File: config.mk
export PLATFORM = sky130hd
export DESIGN_NAME = msbs_seq
export DESIGN_NICKNAME = d
export VERILOG_FILES = /design/src/msbs_pkg.sv /design/src/msbs_stack.sv /design/src/msbs_seq.sv
export SDC_FILE = /design/constraint.sdc
export NUM_CORES = 1
export LEC_CHECK = 0
export BUFFER_PORTS_ARGS = -buffer_cell sky130_fd_sc_hd__buf_2
export CAP_MARGIN = 20
export CORE_MARGIN = 2
export CORE_UTILIZATION = 50
export DETAILED_ROUTE_END_ITERATION = 7
export HOLD_SLACK_MARGIN = 0.02
export PLACE_DENSITY = 0.74
export SETUP_SLACK_MARGIN = 0.4
export SYNTH_ARGS = -nofsm -noshare
export SYNTH_HDL_FRONTEND = slang
export SYNTH_HIERARCHICAL = 1
export SYNTH_SLANG_ARGS = --single-unit
File: constraint.sdc
create_clock -name core_clk -period 2.25 [get_ports core_clk]
set_clock_uncertainty 0.05 [all_clocks]
set_input_delay 0.45 -clock core_clk [delete_from_list [all_inputs] [get_ports core_clk]]
set_output_delay 0.45 -clock core_clk [all_outputs]
set_load 0.02 [all_outputs]
File: src/msbs_pkg.sv
// Package for the microsequencer next-address and branch stack block.
// Assumes a single core clock; all users import msbs_pkg::*.
package msbs_pkg;
   localparam int unsigned ADDR_W = 8;
   localparam int unsigned COND_W = 8;
   localparam int unsigned STACK_DEPTH = 4;
   localparam int unsigned OP_W = 3;
   localparam int unsigned NUM_TARGETS = 4;
   localparam logic [ADDR_W-1:0] RESET_ADDR = 8'h00;

   // Next-address operations carried by the current microword
   typedef enum logic [2:0] {
      MSBS_OP_CONT = 3'h0,
      MSBS_OP_BRANCH = 3'h1,
      MSBS_OP_PUSH = 3'h3,
      MSBS_OP_PUSH_MASK = 3'h2,
      MSBS_OP_RETURN = 3'h6
   } msbs_op_e;
endpackage : msbs_pkg

File: src/msbs_stack.sv
// Last-in first-out address stack for the microsequencer.
// Assumes push and pop are never asked for in the same cycle.
module msbs_stack #(
   parameter int unsigned WIDTH = 8,
   parameter int unsigned DEPTH = 4
) (
   // Clock and reset
   input wire logic core_clk,
   input wire logic reset_n,
   // Requests
   input wire logic push,
   input wire logic pop,
   input wire logic [WIDTH-1:0] push_data,
   // State
   output logic [WIDTH-1:0] top_q,
   output logic empty_q
);
   logic [WIDTH-1:0] mem_q [DEPTH];
   logic [WIDTH-1:0] mem_d [DEPTH];
   localparam int unsigned CNT_W = $clog2(DEPTH + 1);
   logic [CNT_W-1:0] cnt_q, cnt_d;

   // Entry 0 is the top; pushes shift down so the oldest falls off a full stack
   always_comb begin
      mem_d = mem_q;
      cnt_d = cnt_q;
      if (push) begin
         for (int i = DEPTH-1; i > 0; i--) begin
            mem_d[i] = mem_q[i-1];
         end
         mem_d[0] = push_data;
         if (cnt_q != CNT_W'(DEPTH)) begin
            cnt_d = cnt_q + 1'b1;
         end
      end else if (pop) begin
         for (int i = 0; i < DEPTH-1; i++) begin
            mem_d[i] = mem_q[i+1];
         end
         mem_d[DEPTH-1] = '0;
         if (cnt_q != '0) begin
            cnt_d = cnt_q - 1'b1;
         end
      end
   end

   always_ff @(posedge core_clk or negedge reset_n) begin
      if (!reset_n) begin
         for (int i = 0; i < DEPTH; i++) begin
            mem_q[i] <= '0;
         end
         cnt_q <= '0;
      end else begin
         mem_q <= mem_d;
         cnt_q <= cnt_d;
      end
   end

   assign top_q = mem_q[0];
   assign empty_q = (cnt_q == '0);
endmodule // msbs_stack

File: src/msbs_seq.sv
// Next-address selection of a stand-alone microsequencer with branch stack.
// Assumes the microword fields and condition inputs are synchronous to
// core_clk and that external microcode memory is addressed by next_addr_q.
// The microword is expected to be registered outside, so op and its fields
// stand for a whole cycle; nothing here retimes them.
// Summary of operation
// - One of four branch targets taken per clock
// - Dispatch: push inputs, next cycle jump there
// - Masked push ANDs inputs with immediate mask
// - Input seven is MSB, input zero LSB
// - Return jumps to top-of-stack value
module msbs_seq
   import msbs_pkg::*;
#(
   parameter int unsigned ADDR_W_P = msbs_pkg::ADDR_W,
   parameter int unsigned DEPTH_P = msbs_pkg::STACK_DEPTH
) (
   // Clock and reset
   input wire logic core_clk,
   input wire logic reset_n,
   // Current microword
   input wire logic [msbs_pkg::OP_W-1:0] op,
   input wire logic [msbs_pkg::NUM_TARGETS-1:0] branch_cond,
   input wire logic [msbs_pkg::ADDR_W-1:0] branch_target_0,
   input wire logic [msbs_pkg::ADDR_W-1:0] branch_target_1,
   input wire logic [msbs_pkg::ADDR_W-1:0] branch_target_2,
   input wire logic [msbs_pkg::ADDR_W-1:0] branch_target_3,
   input wire logic [msbs_pkg::COND_W-1:0] push_mask,
   // Condition inputs, bit 7 is cond_input_msb, bit 0 cond_input_lsb
   input wire logic [msbs_pkg::COND_W-1:0] cond_inputs,
   // Sequencer state
   output logic [msbs_pkg::ADDR_W-1:0] next_addr_q,
   output logic stack_empty_q
);
   import msbs_pkg::*;

   // Width of the shadow entry count used by the checks
   localparam int unsigned LIVE_W = $clog2(DEPTH_P + 1);

   logic [ADDR_W-1:0] addr_d;
   logic [ADDR_W-1:0] stack_top;
   logic stack_empty;
   logic do_push, do_pop;
   logic [ADDR_W-1:0] push_word;
   logic empty_q, empty_d;
   logic [LIVE_W-1:0] live_q, live_d;

   // Priority pick of four targets; the last one acts as the else arm
   function automatic logic [ADDR_W-1:0] pick_target(
      input logic [NUM_TARGETS-1:0] c,
      input logic [ADDR_W-1:0] t0, t1, t2, t3);
      if (c[0]) return t0;
      else if (c[1]) return t1;
      else if (c[2]) return t2;
      else return t3;
   endfunction

   // Bit order kept as wired: cond_inputs[7] lands in the word's MSB
   function automatic logic [ADDR_W-1:0] form_word(
      input logic [COND_W-1:0] c);
      return ADDR_W'(c);
   endfunction

   // Sequential fetch, shared by continue, pushes and unknown ops
   function automatic logic [ADDR_W-1:0] step_addr(
      input logic [ADDR_W-1:0] a);
      return a + 1'b1;
   endfunction

   // Both push flavours load the stack and fall through to the next word
   function automatic logic is_push(
      input logic [OP_W-1:0] o);
      return o == MSBS_OP_PUSH || o == MSBS_OP_PUSH_MASK;
   endfunction

   always_comb begin
      addr_d = step_addr(next_addr_q);
      do_push = 1'b0;
      do_pop = 1'b0;
      push_word = form_word(cond_inputs);
      empty_d = stack_empty;
      case (msbs_op_e'(op))
         MSBS_OP_CONT: begin
            addr_d = step_addr(next_addr_q);
         end
         MSBS_OP_BRANCH: begin
            addr_d = pick_target(branch_cond, branch_target_0,
               branch_target_1, branch_target_2, branch_target_3);
         end
         MSBS_OP_PUSH: begin
            do_push = 1'b1;
         end
         MSBS_OP_PUSH_MASK: begin
            push_word = form_word(cond_inputs & push_mask);
            do_push = 1'b1;
         end
         MSBS_OP_RETURN: begin
            addr_d = stack_top;
            do_pop = 1'b1;
         end
         default: begin
            addr_d = step_addr(next_addr_q);
         end
      endcase
   end

   msbs_stack #(
      .WIDTH(ADDR_W_P),
      .DEPTH(DEPTH_P)
   ) u_msbs_stack (
      .core_clk(core_clk),
      .reset_n(reset_n),
      .push(do_push),
      .pop(do_pop),
      .push_data(push_word),
      .top_q(stack_top),
      .empty_q(stack_empty)
   );

   always_ff @(posedge core_clk or negedge reset_n) begin
      if (!reset_n) begin
         next_addr_q <= RESET_ADDR;
         empty_q <= 1'b1;
      end else begin
         next_addr_q <= addr_d;
         empty_q <= empty_d;
      end
   end

   // Shadow count of live entries, saturating like the stack, so the
   // empty flag is cross-checked against the op stream
   always_comb begin
      live_d = live_q;
      if (do_push && live_q != LIVE_W'(DEPTH_P)) begin
         live_d = live_q + 1'b1;
      end else if (do_pop && live_q != '0) begin
         live_d = live_q - 1'b1;
      end
   end

   always_ff @(posedge core_clk or negedge reset_n) begin
      if (!reset_n) begin
         live_q <= '0;
      end else begin
         live_q <= live_d;
      end
   end

   // Registered copy lags the stack by one cycle; fine for a status hint
   assign stack_empty_q = empty_q;

   // Each op check judges its last op one edge after sampling it; a reset in mid-run
   // abandons attempts in flight rather than judging a cleared stack

   // Branch lands on the picked target one edge later
   a_branch_pick: assert property (
      @(posedge core_clk) disable iff (!reset_n)
      op == MSBS_OP_BRANCH |=>
      next_addr_q == pick_target($past(branch_cond),
         $past(branch_target_0), $past(branch_target_1),
         $past(branch_target_2), $past(branch_target_3)))
      else $error("branch target not taken");

   // Continue fetches the following word
   a_cont_step: assert property (
      @(posedge core_clk) disable iff (!reset_n)
      op == MSBS_OP_CONT |=>
      next_addr_q == step_addr($past(next_addr_q)))
      else $error("continue did not advance");

   // First dispatch cycle only stores; the address still advances
   a_push_advance: assert property (
      @(posedge core_clk) disable iff (!reset_n)
      is_push(op) |=>
      next_addr_q == step_addr($past(next_addr_q)))
      else $error("push did not advance");

   // Second dispatch cycle jumps to the pushed inputs
   a_dispatch_two: assert property (
      @(posedge core_clk) disable iff (!reset_n)
      op == MSBS_OP_PUSH ##1 op == MSBS_OP_RETURN |=>
      next_addr_q == ADDR_W'($past(cond_inputs, 2)))
      else $error("dispatch address wrong");

   // Masked push stores only the bits that the mask keeps
   a_mask_push: assert property (
      @(posedge core_clk) disable iff (!reset_n)
      op == MSBS_OP_PUSH_MASK |=>
      stack_top == ADDR_W'($past(cond_inputs) & $past(push_mask)))
      else $error("masked push value wrong");

   // Masked dispatch lands on the masked value
   a_dispatch_mask: assert property (
      @(posedge core_clk) disable iff (!reset_n)
      op == MSBS_OP_PUSH_MASK ##1 op == MSBS_OP_RETURN |=>
      next_addr_q == ADDR_W'($past(cond_inputs & push_mask, 2)))
      else $error("masked dispatch wrong");

   // Input seven ends in the MSB, input zero in the LSB
   a_bit_order: assert property (
      @(posedge core_clk) disable iff (!reset_n)
      op == MSBS_OP_PUSH |=>
      stack_top[COND_W-1] == $past(cond_inputs[COND_W-1]) &&
      stack_top[0] == $past(cond_inputs[0]))
      else $error("pushed bit order wrong");

   // Return loads the top entry as the next address
   a_return_jump: assert property (
      @(posedge core_clk) disable iff (!reset_n)
      op == MSBS_OP_RETURN |=> next_addr_q == $past(stack_top))
      else $error("return address wrong");

   // Return on an empty stack reads the cleared entry, address zero
   a_empty_pop: assert property (
      @(posedge core_clk) disable iff (!reset_n)
      op == MSBS_OP_RETURN && stack_empty |=> next_addr_q == '0)
      else $error("empty return not zero");

   // After a return the entry below becomes the top
   a_return_pop: assert property (
      @(posedge core_clk) disable iff (!reset_n)
      is_push(op) ##1 is_push(op) ##1 op == MSBS_OP_RETURN |=>
      stack_top == $past(push_word, 3))
      else $error("return did not pop");

   // Stack emptiness follows the shadow entry count
   a_live_empty: assert property (
      @(posedge core_clk) disable iff (!reset_n)
      stack_empty == (live_q == '0))
      else $error("stack count disagrees");

   // Status output is the stack flag one cycle late
   a_empty_lag: assert property (
      @(posedge core_clk) disable iff (!reset_n)
      stack_empty_q == $past(stack_empty))
      else $error("empty status lag wrong");
endmodule // msbs_seq

; After elaboration in Yosys (flattened, before gate mapping)
; Index checks and enable logic that the tools add are counted.
[word_totals]
reg_bits = 44
inputBits = 57
output_inout_bits = 9
word_cells = 36
[classes]
n_addsub = 3
eq_ne = 6
muxes = 13
bitwise_logic = 1
n_reduce_logical = 6
[ops]
columns = cell, count
row1 = 32-bit 2-to-1 mux, 2
row2 = 8-bit 2-to-1 mux, 4
row3 = 8-bit case mux with 2 select lines, 1
row4 = 3-bit 2-to-1 mux, 4
row5 = 8-bit by 1-bit adder with 8-bit output (second input constant), 1
row6 = 8-bit AND, 1
row7 = 3-bit by 2-bit == test with 1-bit output (second input constant), 2
row8 = 2-bit nonzero test, 2
row9 = 3-bit by 1-bit adder with 3-bit output (second input constant), 1
row10 = 3-bit by 1-bit == test with 1-bit output (second input constant), 1
row11 = 3-bit == test (second input constant), 1
row12 = 3-bit logical NOT, 1
row13 = 3-bit != test (second input constant), 1
row14 = 3-bit AND reduction, 1
row15 = 3-bit nonzero test, 1
row16 = 3-bit by 1-bit subtractor with 3-bit output (second input constant), 1
row17 = 1-bit 2-to-1 mux, 2
row18 = 2-bit by 1-bit != test with 1-bit output (second input constant), 1
row19 = 2-bit OR reduction, 1

; Depth between registers and ports, before layout
; Gate-level depths: netlist (run 1).
[depth]
ltp_word = 5
mapped_depth = 7
ltp_nobuf = 6

; Hierarchy
; Netlist (run 1), hierarchy kept.
[modules_own_cells]
columns = module, n_inst, cells_each, area_per_inst_um2, seq_area_each_um2
row1 = msbs_stack, 1, 171, 1707.9, 875.8
row2 = msbs_seq, 1, 92, 805.8, 226.5

; Least setup slack after synthesis (run 1)
; OpenSTA, ideal clock, no wires.
[synth_timing]
kind = input to register
startpoint = input port op[1] (netlist name)
endpoint = register u_msbs_stack.cnt_q[1]
setup_time_ns = 0.111
t_arrival_ns = 1.870
slack_ns = 0.219
cell_stages = 6
n_path_buf = 1
cell_sequence = nor2b_1 buf_4 clkinv_1 fa_1 inv_1 a222oi_1
[synth_between]
word_cells_on_any_way = 11
classes_between = eq/ne (4) / mux (3) / reduce/logical (4)
[synth_lines]
columns = element, line_no
row1 = "start, declared", msbs_seq.sv:22  ; input wire logic [msbs_pkg::OP_W-1:0] op,
row2 = 3-bit by 2-bit == test with 1-bit output, msbs_seq.sv:82  ; case (msbs_op_e'(op))
row3 = 2-bit OR reduction (no line) (*), -
row4 = 1-bit 2-to-1 mux (*), msbs_seq.sv:82
row5 = 3-bit 2-to-1 mux (*), msbs_stack.sv:27  ; if (push) begin
row6 = via u_msbs_stack.cnt_d[1], msbs_stack.sv:21  ; logic [CNT_W-1:0] cnt_q, cnt_d;
row7 = "end signal, assigned", msbs_stack.sv:54  ; cnt_q <= cnt_d;
row8 = "end, declared", msbs_stack.sv:21
; The timed path passes the listed nets; every way through them passes the cells marked *.
; A chain may end at the register's enable or synchronous reset.

; Final worst setup path (run 1)
[layout_timing]
startpoint = input port op[1] (netlist name)
endpoint = register u_msbs_stack.cnt_q[1]
[layout_between]
word_cells_on_any_way = 11
classes_between = eq/ne (4) / mux (3) / reduce/logical (4)
[layout_lines]
columns = element, line_no
row1 = 3-bit by 2-bit == test with 1-bit output, msbs_seq.sv:82
row2 = 2-bit OR reduction (no line) (*), -
row3 = 1-bit 2-to-1 mux (*), msbs_seq.sv:82
row4 = via do_push, msbs_seq.sv:43  ; logic do_push, do_pop;
row5 = 3-bit 2-to-1 mux (*), msbs_stack.sv:27
row6 = via u_msbs_stack.cnt_d[1], msbs_stack.sv:21
; Marks and branches as above.

==> results of run 1 <==
## report_power, final
part / switching (mW) / internal (mW) / total, mW
Clock: 0.254 / 0.251 / 0.505
Sequential: 0.198 / 0.990 / 1.19
Combinational: 0.364 / 0.321 / 0.685
## per-stage QoR
stage | util, % | cells | area [sq um] | setup slack [ns]
3_3_place_gp | 58.5 | 372 | 2800 | 0.303
4_1_cts | 60.4 | 380 | 2890 | 0.574
3_5_place_dp | 58.5 | 372 | 2800 | 0.268
6_report | 60.4 | 380 | 2890 | 0.576
5_1_grt | 60.4 | 380 | 2890 | 0.497
2_1_floorplan | - | 263 | 2520 | 0.411
## cell type report
class / instances / area [sq um]
Fill cell: 430 / 1890
Multi-Input combinational cell: 188 / 1220
Sequential cell: 44 / 1100
Timing Repair Buffer: 67 / 368
Clock buffer: 8 / 90.1
Tap cell: 67 / 83.8
Inverter: 6 / 27.5
## kinds of logic (layout without fill, tap and decap cells)
logic type	after synthesis	in the layout
AOI/OAI and AO/OA	79	79
xor gates and xnor gates	6	6
adders and majority gates	2	2
buffers and inverters	31	81
DFF	44	44
muxes	30	30
and+or+nand+nor	71	71
## per-layer routing
| layer | global-route usage, % | up-vias | part of all wire, % |
|---|---|---|---|
| met5 | 0 | - | 0 |
| met4 | 5.56 | 0 | 0.97 |
| met3 | 4.28 | 5 | 3.8 |
| met2 | 36.3 | 37 | 49 |
| met1 | 26.7 | 948 | 47 |
| li1 | - | 1015 | - |
## cell usage after synthesis
cell       n  area [sq um]
a211o_1    3          26.3
a211oi_1   3          22.5
a21oi_1    3          15.0
a221o_1    1          10.0
a221o_2    3          33.8
a222oi_1   1          10.0
a22oi_1    8          60.1
and3_1     1          6.26
and3b_1    1          8.76
buf_2      7          35.0
buf_4     12          90.1
buf_6      4          45.0
clkbuf_1   2          7.51
clkinv_1   1          3.75
dfrtp_1   43          1080
dfstp_2    1          26.3
fa_1       1          20.0
ha_1       1          12.5
inv_1      5          18.8
mux2_1     1          11.3
mux2i_1   29           290
nand2_1   44           165
nand2b_1   3          18.8
nand3_1    3          15.0
nand3b_1   2          15.0
nor2_1     6          22.5
nor2b_1    6          37.5
nor3_1     3          15.0
nor3b_2    1          12.5
o211ai_1   5          37.5
o21a_1     8          60.1
o21ai_0   21           105
o21ai_1   20           100
o22ai_1    3          18.8
or3b_1     1          8.76
xnor2_1    3          26.3
xor2_1     3          26.3
## state kept, by name, summed over array words and instances (netlist names)
register and cells:
u_msbs_stack/top_q 8, u_msbs_stack/cnt_q 3, u_msbs_stack/mem_q 24, stack_empty_q 1, next_addr_q 8
## how the worst max path moves through the flow
stage	from	cells after the start	slack (ns)	end
after global routing	op[1]	6	0.50	u_msbs_stack/cnt_q[1]
final	op[1]	6	0.58	u_msbs_stack/cnt_q[1]
after detailed placement	op[1]	6	0.27	u_msbs_stack/cnt_q[1]
after floorplan	op[1]	6	0.41	u_msbs_stack/cnt_q[1]
after CTS	op[1]	6	0.57	u_msbs_stack/cnt_q[1]
after global placement	op[1]	6	0.30	u_msbs_stack/cnt_q[1]
==> flow_metrics.py, run 1 <==
metrics = {
    "grt": {
        "antenna_found_initial": 0,
        "grt_overflow_total": 0,
        "grtUsageTotal_pct": 20.9,
        "grt_max_degree": 64,
        "grt_pass1_wl_um": 8940,
        "grt_pass1_vias": 2010,
    },
    "clock_network": {
        "post_cts_buffers": 0,
        "cts.reportedPaths.clkPinSlew_ns": 0.08,
        "cts_buffers": 5,
        "tritoncts": "yes",
        "clockRootBuffer": "clkbuf_8",
        "cts.sinks": 44,
        "clock_latency_ns": 0.29,
        "clk_path_buf_depth": 2,
        "cts_resized": 0,
        "ctsHtreeMaxLevel": 2,
        "hold_buffers": 0,
    },
    "die": {
        "die-area_sq_mm": 0.00561,
        "io_pins": 66,
        "chipHeight_um": 74.9,
        "die_w_um": 74.9,
        "fp-row-count": 25,
        "coreArea_sq_mm": 0.00479,
        "start_util_pct": 52.5,
    },
    "cells_and_area": {
        "final_cell_mix": "64 x buf_2, 44 x nand2_1, 43 x dfrtp_1",
        "final_common_cell": "buf_2",
        "final_net_count": 371,
        "areaGrowthSynthToFinish_pct": 15.0,
        "diodes": 0,
        "layout-drive-gt1-share_pct": 25.9,
    },
    "job": {
        "drv_cap": 0,
    },
    "hold_path": {
        "hold_path.class": "input pin to async pin",
    },
    "drt": {
        "drt_iter0_drc": 106,
        "drc": 0,
        "vias_per_cell": 5.28,
        "vias": 2005,
        "drt_first_pass_iters": 4,
        "ant_nets": 0,
        "routed_wirelength_um": 5040,
        "avgRoutedWirePerCell_um": 13.3,
    },
    "worst_setup_path": {
        "critical_path_arrival_ns": 1.81,
        "crit_buf_inv": 3,
        "cp-end-kind": "flop",
        "cp_top_family": "adder cells",
        "critPathLaunchType": "input pin",
        "required_ns": 2.38,
        "regToRegStartpoint": "u_msbs_stack/cnt_q[0]",
        "critical_path_class": "input pin to flop",
        "rr_worst_depth": 3,
        "r2r-end": "u_msbs_stack/cnt_q[1]",
        "cp_cell_sequence": "buf_2 -> nor2b_4 -> clkinv_4 -> fa_1 -> inv_1 -> a222oi_1",
        "path_max_fanout": 10,
        "ff2ff_setup_slack_ns": 0.70,
        "slowest_delay_ns": 0.57,
        "slowest_stage": "fa_1",
    },
    "power": {
        "peakVddDrop_v": 0.000466,
        "pwr_density_cell_mw_per_mm2": 822,
        "finalPower_mw": 2.38,
        "power.static_leakage_nw": 1.30,
    },
    "place": {
        "portBuffers": 64,
        "place.gp.congestion": 0.773,
        "hpwl_um": 3600,
    },
    "synth": {
        "syn_area_sq_mm": 0.00251,
        "synth-compound-area-share_pct": 19.9,
        "synth-xor-area-share_pct": 2.09,
        "synth_cells": 263,
        "synth_mux_area_share_pct": 12.0,
        "synth_area_per_cell_sq_um": 9.56,
        "synth-seq-cells": 44,
        "synthAdderAreaFrac_pct": 1.29,
        "yosysWarnings": 6,
        "yosysUniqueCellTypes": 37,
        "synth_top_family_by_area": "compound AO/OA/AOI/OAI gates",
        "ys_seq_area_share_pct": 43.9,
        "synth-simple-area-share_pct": 12.9,
        "syn_nets": 322,
    },
    "timing": {
        "period_needed_ns": 1.67,
        "finalSetupViolCount": 0,
        "fmax_mhz": 597,
        "relSlewSlack_pct": 63.4,
        "maxSlewViolCount": 0,
        "rsz0062_at_grt": "no",
        "whs_ns": 0.0484,
        "finalSetupTns_ns": 0,
        "tightest_slew_ns": 0.548,
        "fin_crit_sh_pct": 74.4,
        "finalHoldViolCount": 0,
    },
    "run_status": {
        "outcome": "finished, final reports clean",
    },
}
Note: power is estimated with default switching activity, not from simulation.
==> run 2: changes to the inputs <==
- ABC_AREA: not set -> 1
- CORE_UTILIZATION: 50 -> 48
- clock period: 2.25 -> 1.4 ns (I/O delays scaled with it)
==> run 2 against run 1 <==
  * Non-clock buffer count increased by 34
  * Core utilization up 9.3 points
  * Sequential power increased by 52%
  * Register-to-register slack got worse by 0.52 ns
  * Critical path depth down 5
  * Largest cell class unchanged
==> flow_metrics.py, run 2 <==
metrics = {
    "run_status": {
        "outcome": "finished, final reports clean",
    },
    "place": {
        "place.gp.congestion": 0.830,
        "place_inst": 477,
        "dpl-instance-area_sq_mm": 0.00312,
        "hpwl_um": 4570,
        "portBuffers": 64,
    },
    "synth": {
        "synthTopCellsByArea": "dfrtp_1 41%, nand2_1 16%, inv_1 4.8%, nand3_1 4.0%, nor2_1 3.1%",
        "synth_cells": 343,
        "synth-edff-count": 0,
        "yosys.area.top_type": "dfrtp_1",
        "yosys.area.top_type_share_pct": 40.8,
        "ys_dominant_reg_cell": "dfrtp_1",
        "synth_area_per_cell_sq_um": 7.69,
        "async_flop_share_pct": 100,
        "ys_seq_area_share_pct": 41.8,
        "yosysMostFrequentCell": "nand2_1",
        "yosysWarnings": 6,
        "synth-seq-cells": 44,
        "syn_area_sq_mm": 0.00264,
        "yosysUniqueCellTypes": 34,
        "syn_nets": 402,
        "ys_top_cells_by_count": "112 x nand2_1, 43 x dfrtp_1, 34 x inv_1",
    },
    "worst_setup_path": {
        "path_max_fanout": 1,
        "cp-end-kind": "primary output",
        "critical_path_class": "flop to primary output",
        "ff2ff_setup_slack_ns": 0.18,
        "slowest_stage": "dfstp_2",
        "required_ns": 1.07,
        "critPathLaunchType": "flop",
        "critical_path_arrival_ns": 0.94,
        "cp_top_family": "flip-flops",
        "slowest_delay_ns": 0.53,
        "cp_cell_sequence": "buf_6",
        "crit_buf_inv": 1,
    },
    "cells_and_area": {
        "largest_reg_flops": 24,
        "diodes": 0,
        "regMostFlops": "u_msbs_stack/mem_q",
        "layout.cells.non_filler": 500,
        "final_common_cell": "nand2_1",
        "layout-drive-gt1-share_pct": 39.8,
        "areaGrowthSynthToFinish_pct": 37.6,
        "final_net_count": 488,
        "fillCellCount": 402,
        "final_cell_mix": "99 x nand2_1, 53 x buf_2, 35 x dfrtp_1",
        "final_area_sq_mm": 0.00363,
    },
    "drt": {
        "routed_wirelength_um": 6660,
        "drt_iter0_drc": 136,
        "routed-wl-met3_um": 215,
        "drt_first_pass_iters": 4,
        "vias_per_cell": 5.06,
        "drc": 0,
        "top_layer": "met4",
        "vias": 2530,
        "avgRoutedWirePerCell_um": 13.3,
        "ant_nets": 0,
        "wl_met2_um": 3520,
        "m1WireLength_um": 2810,
    },
    "clock_network": {
        "tritoncts": "yes",
        "clockRootBuffer": "clkbuf_8",
        "cts_buffers": 5,
        "ctsHtreeMaxLevel": 2,
        "clk_path_buf_depth": 2,
        "clock_latency_ns": 0.30,
        "cts.reportedPaths.clkPinSlew_ns": 0.08,
        "cts.sinks": 44,
    },
    "power": {
        "finalPower_mw": 4.27,
        "pwr-share-clk_pct": 19.5,
        "internal_power_mw": 2.75,
        "pwr_density_cell_mw_per_mm2": 1180,
        "power_frac_comb_pct": 38.2,
        "peakVddDrop_v": 0.000811,
        "switching_share_pct": 35.6,
        "seqPwrFrac_pct": 42.3,
        "switchingPower_mw": 1.52,
        "power.static_leakage_nw": 1.80,
    },
    "timing": {
        "relSlewSlack_pct": 75.2,
        "finalHoldViolCount": 0,
        "rsz0062_at_grt": "yes",
        "finalSetupViolCount": 0,
        "tightest_slew_ns": 0.371,
        "fmax_mhz": 789,
        "period_needed_ns": 1.27,
        "maxSlewViolCount": 0,
        "fin_crit_sh_pct": 90.6,
    },
    "die": {
        "io_pins": 66,
        "coreArea_sq_mm": 0.00520,
        "die-area_sq_mm": 0.00610,
        "chipHeight_um": 78.1,
        "fp-row-count": 26,
        "start_util_pct": 50.7,
        "die_w_um": 78.1,
    },
    "hold_path": {
        "hold_path.class": "input pin to flop",
    },
    "grt": {
        "grt_pass1_vias": 2435,
        "grtUsageTotal_pct": 22.8,
        "grt_overflow_total": 0,
        "grt_max_degree": 45,
        "antenna_found_initial": 0,
        "grt_pass1_wl_um": 11000,
    },
    "job": {
        "drv_cap": 0,
    },
}
-- run 2: cell types whose count changed in the layout (fill, tap and decap cells not counted), moves of 11 or more --
cell | before | now
nand2_1 | 44 | 99
mux2i_1 | 29 | 0
inv_1 | 5 | 32
buf_4 | 1 | 21
buf_6 | 0 | 19
o21ai_0 | 21 | 5
nand2_2 | 0 | 13
nand3_1 | 3 | 16
buf_2 | 64 | 53
nor2_1 | 6 | 17
-- run 2: logic make-up after synthesis --
group | count (synthesis) | share of synthesized area [%]
buffers and inverters | 62 | 12.4
AND/OR/NAND/NOR | 171 | 28.8
XOR/XNOR | 1 | 0.332
flip-flops | 44 | 41.8
AO/OA/AOI/OAI | 63 | 15.5
adder cells (fa/ha/maj) | 2 | 1.23
-- run 2: per-stage QoR --
step | setup TNS [ns] | setup WS, ns | utilization, % | hold WS [ns]
final | 0 | 0.132 | 69.7 | 0.242
after global routing | 0 | 0.0497 | 69.7 | 0.270
after CTS | 0 | 0.120 | 66.3 | 0.243
after detailed placement | -0.815 | -0.0773 | 60.0 | 0.224
after global placement | -0.122 | -0.0357 | 60.0 | 0.226
after floorplan | -0.377 | -0.197 | - | -0.0656
-- run 2: layout make-up --
type / instances / area (sq um) / share of cell area (%)
Tap cell: 70 / 87.6 / 2.41
Sequential cell: 44 / 1110 / 30.7
Inverter: 40 / 160 / 4.41
Clock inverter: 1 / 7.51 / 0.207
Clock buffer: 7 / 86.3 / 2.38
Multi-Input combinational cell: 237 / 1400 / 38.4
Timing Repair Buffer: 101 / 779 / 21.5
-- run 2: final timing paths --
kind	startpoint	to	cells after the start
worst max-delay path	stack_empty_q	stack_empty_q	1
worst max register to register	u_msbs_stack/cnt_q[0]	u_msbs_stack/cnt_q[2]	5
min in group asynchronous	reset_n	u_msbs_stack/cnt_q[2]	3
worst min register to register	u_msbs_stack/cnt_q[2]	stack_empty_q	1
max in group asynchronous	reset_n	stack_empty_q	3
worst min-delay path	branch_target_1[4]	next_addr_q[4]	5
-- run 2: timing repair --
action                     in CTS  in global routing
cloned                          1                  0
hold buffers                    1                  0
setup endpoints to repair      47                 41
pin swaps                      14                 16
hold endpoints to repair       43                  0
setup buffers                   8                  5
gates resized for setup        43                 41
-- run 2: worst reg2reg max path: stages (launching register included) --
cell and delay (ns):
dfrtp_1 0.43, fa_2 0.37, nand3b_1 0.15, nand2_1 0.06
nand2_1 0.05, nand2_1 0.05
-- run 2: power by group through the flow --
stage	clock network (mW)	registers, mW	logic, mW
6_report	0.831	1.81	1.63
5_1_grt	0.895	1.84	1.80
4_1_cts	0.846	1.79	1.46
3_5_place_dp	0	1.83	1.15
3_3_place_gp	0	1.82	1.12
2_1_floorplan	0	1.85	0.791
-- run 2: routing by layer --
layer / vias up / global-route usage [%]
met3: 12 / 3.10
met1: 1188 / 28.1
met4: 0 / 7.54
met5: - / 0
met2: 50 / 41.1
li1: 1280 / -
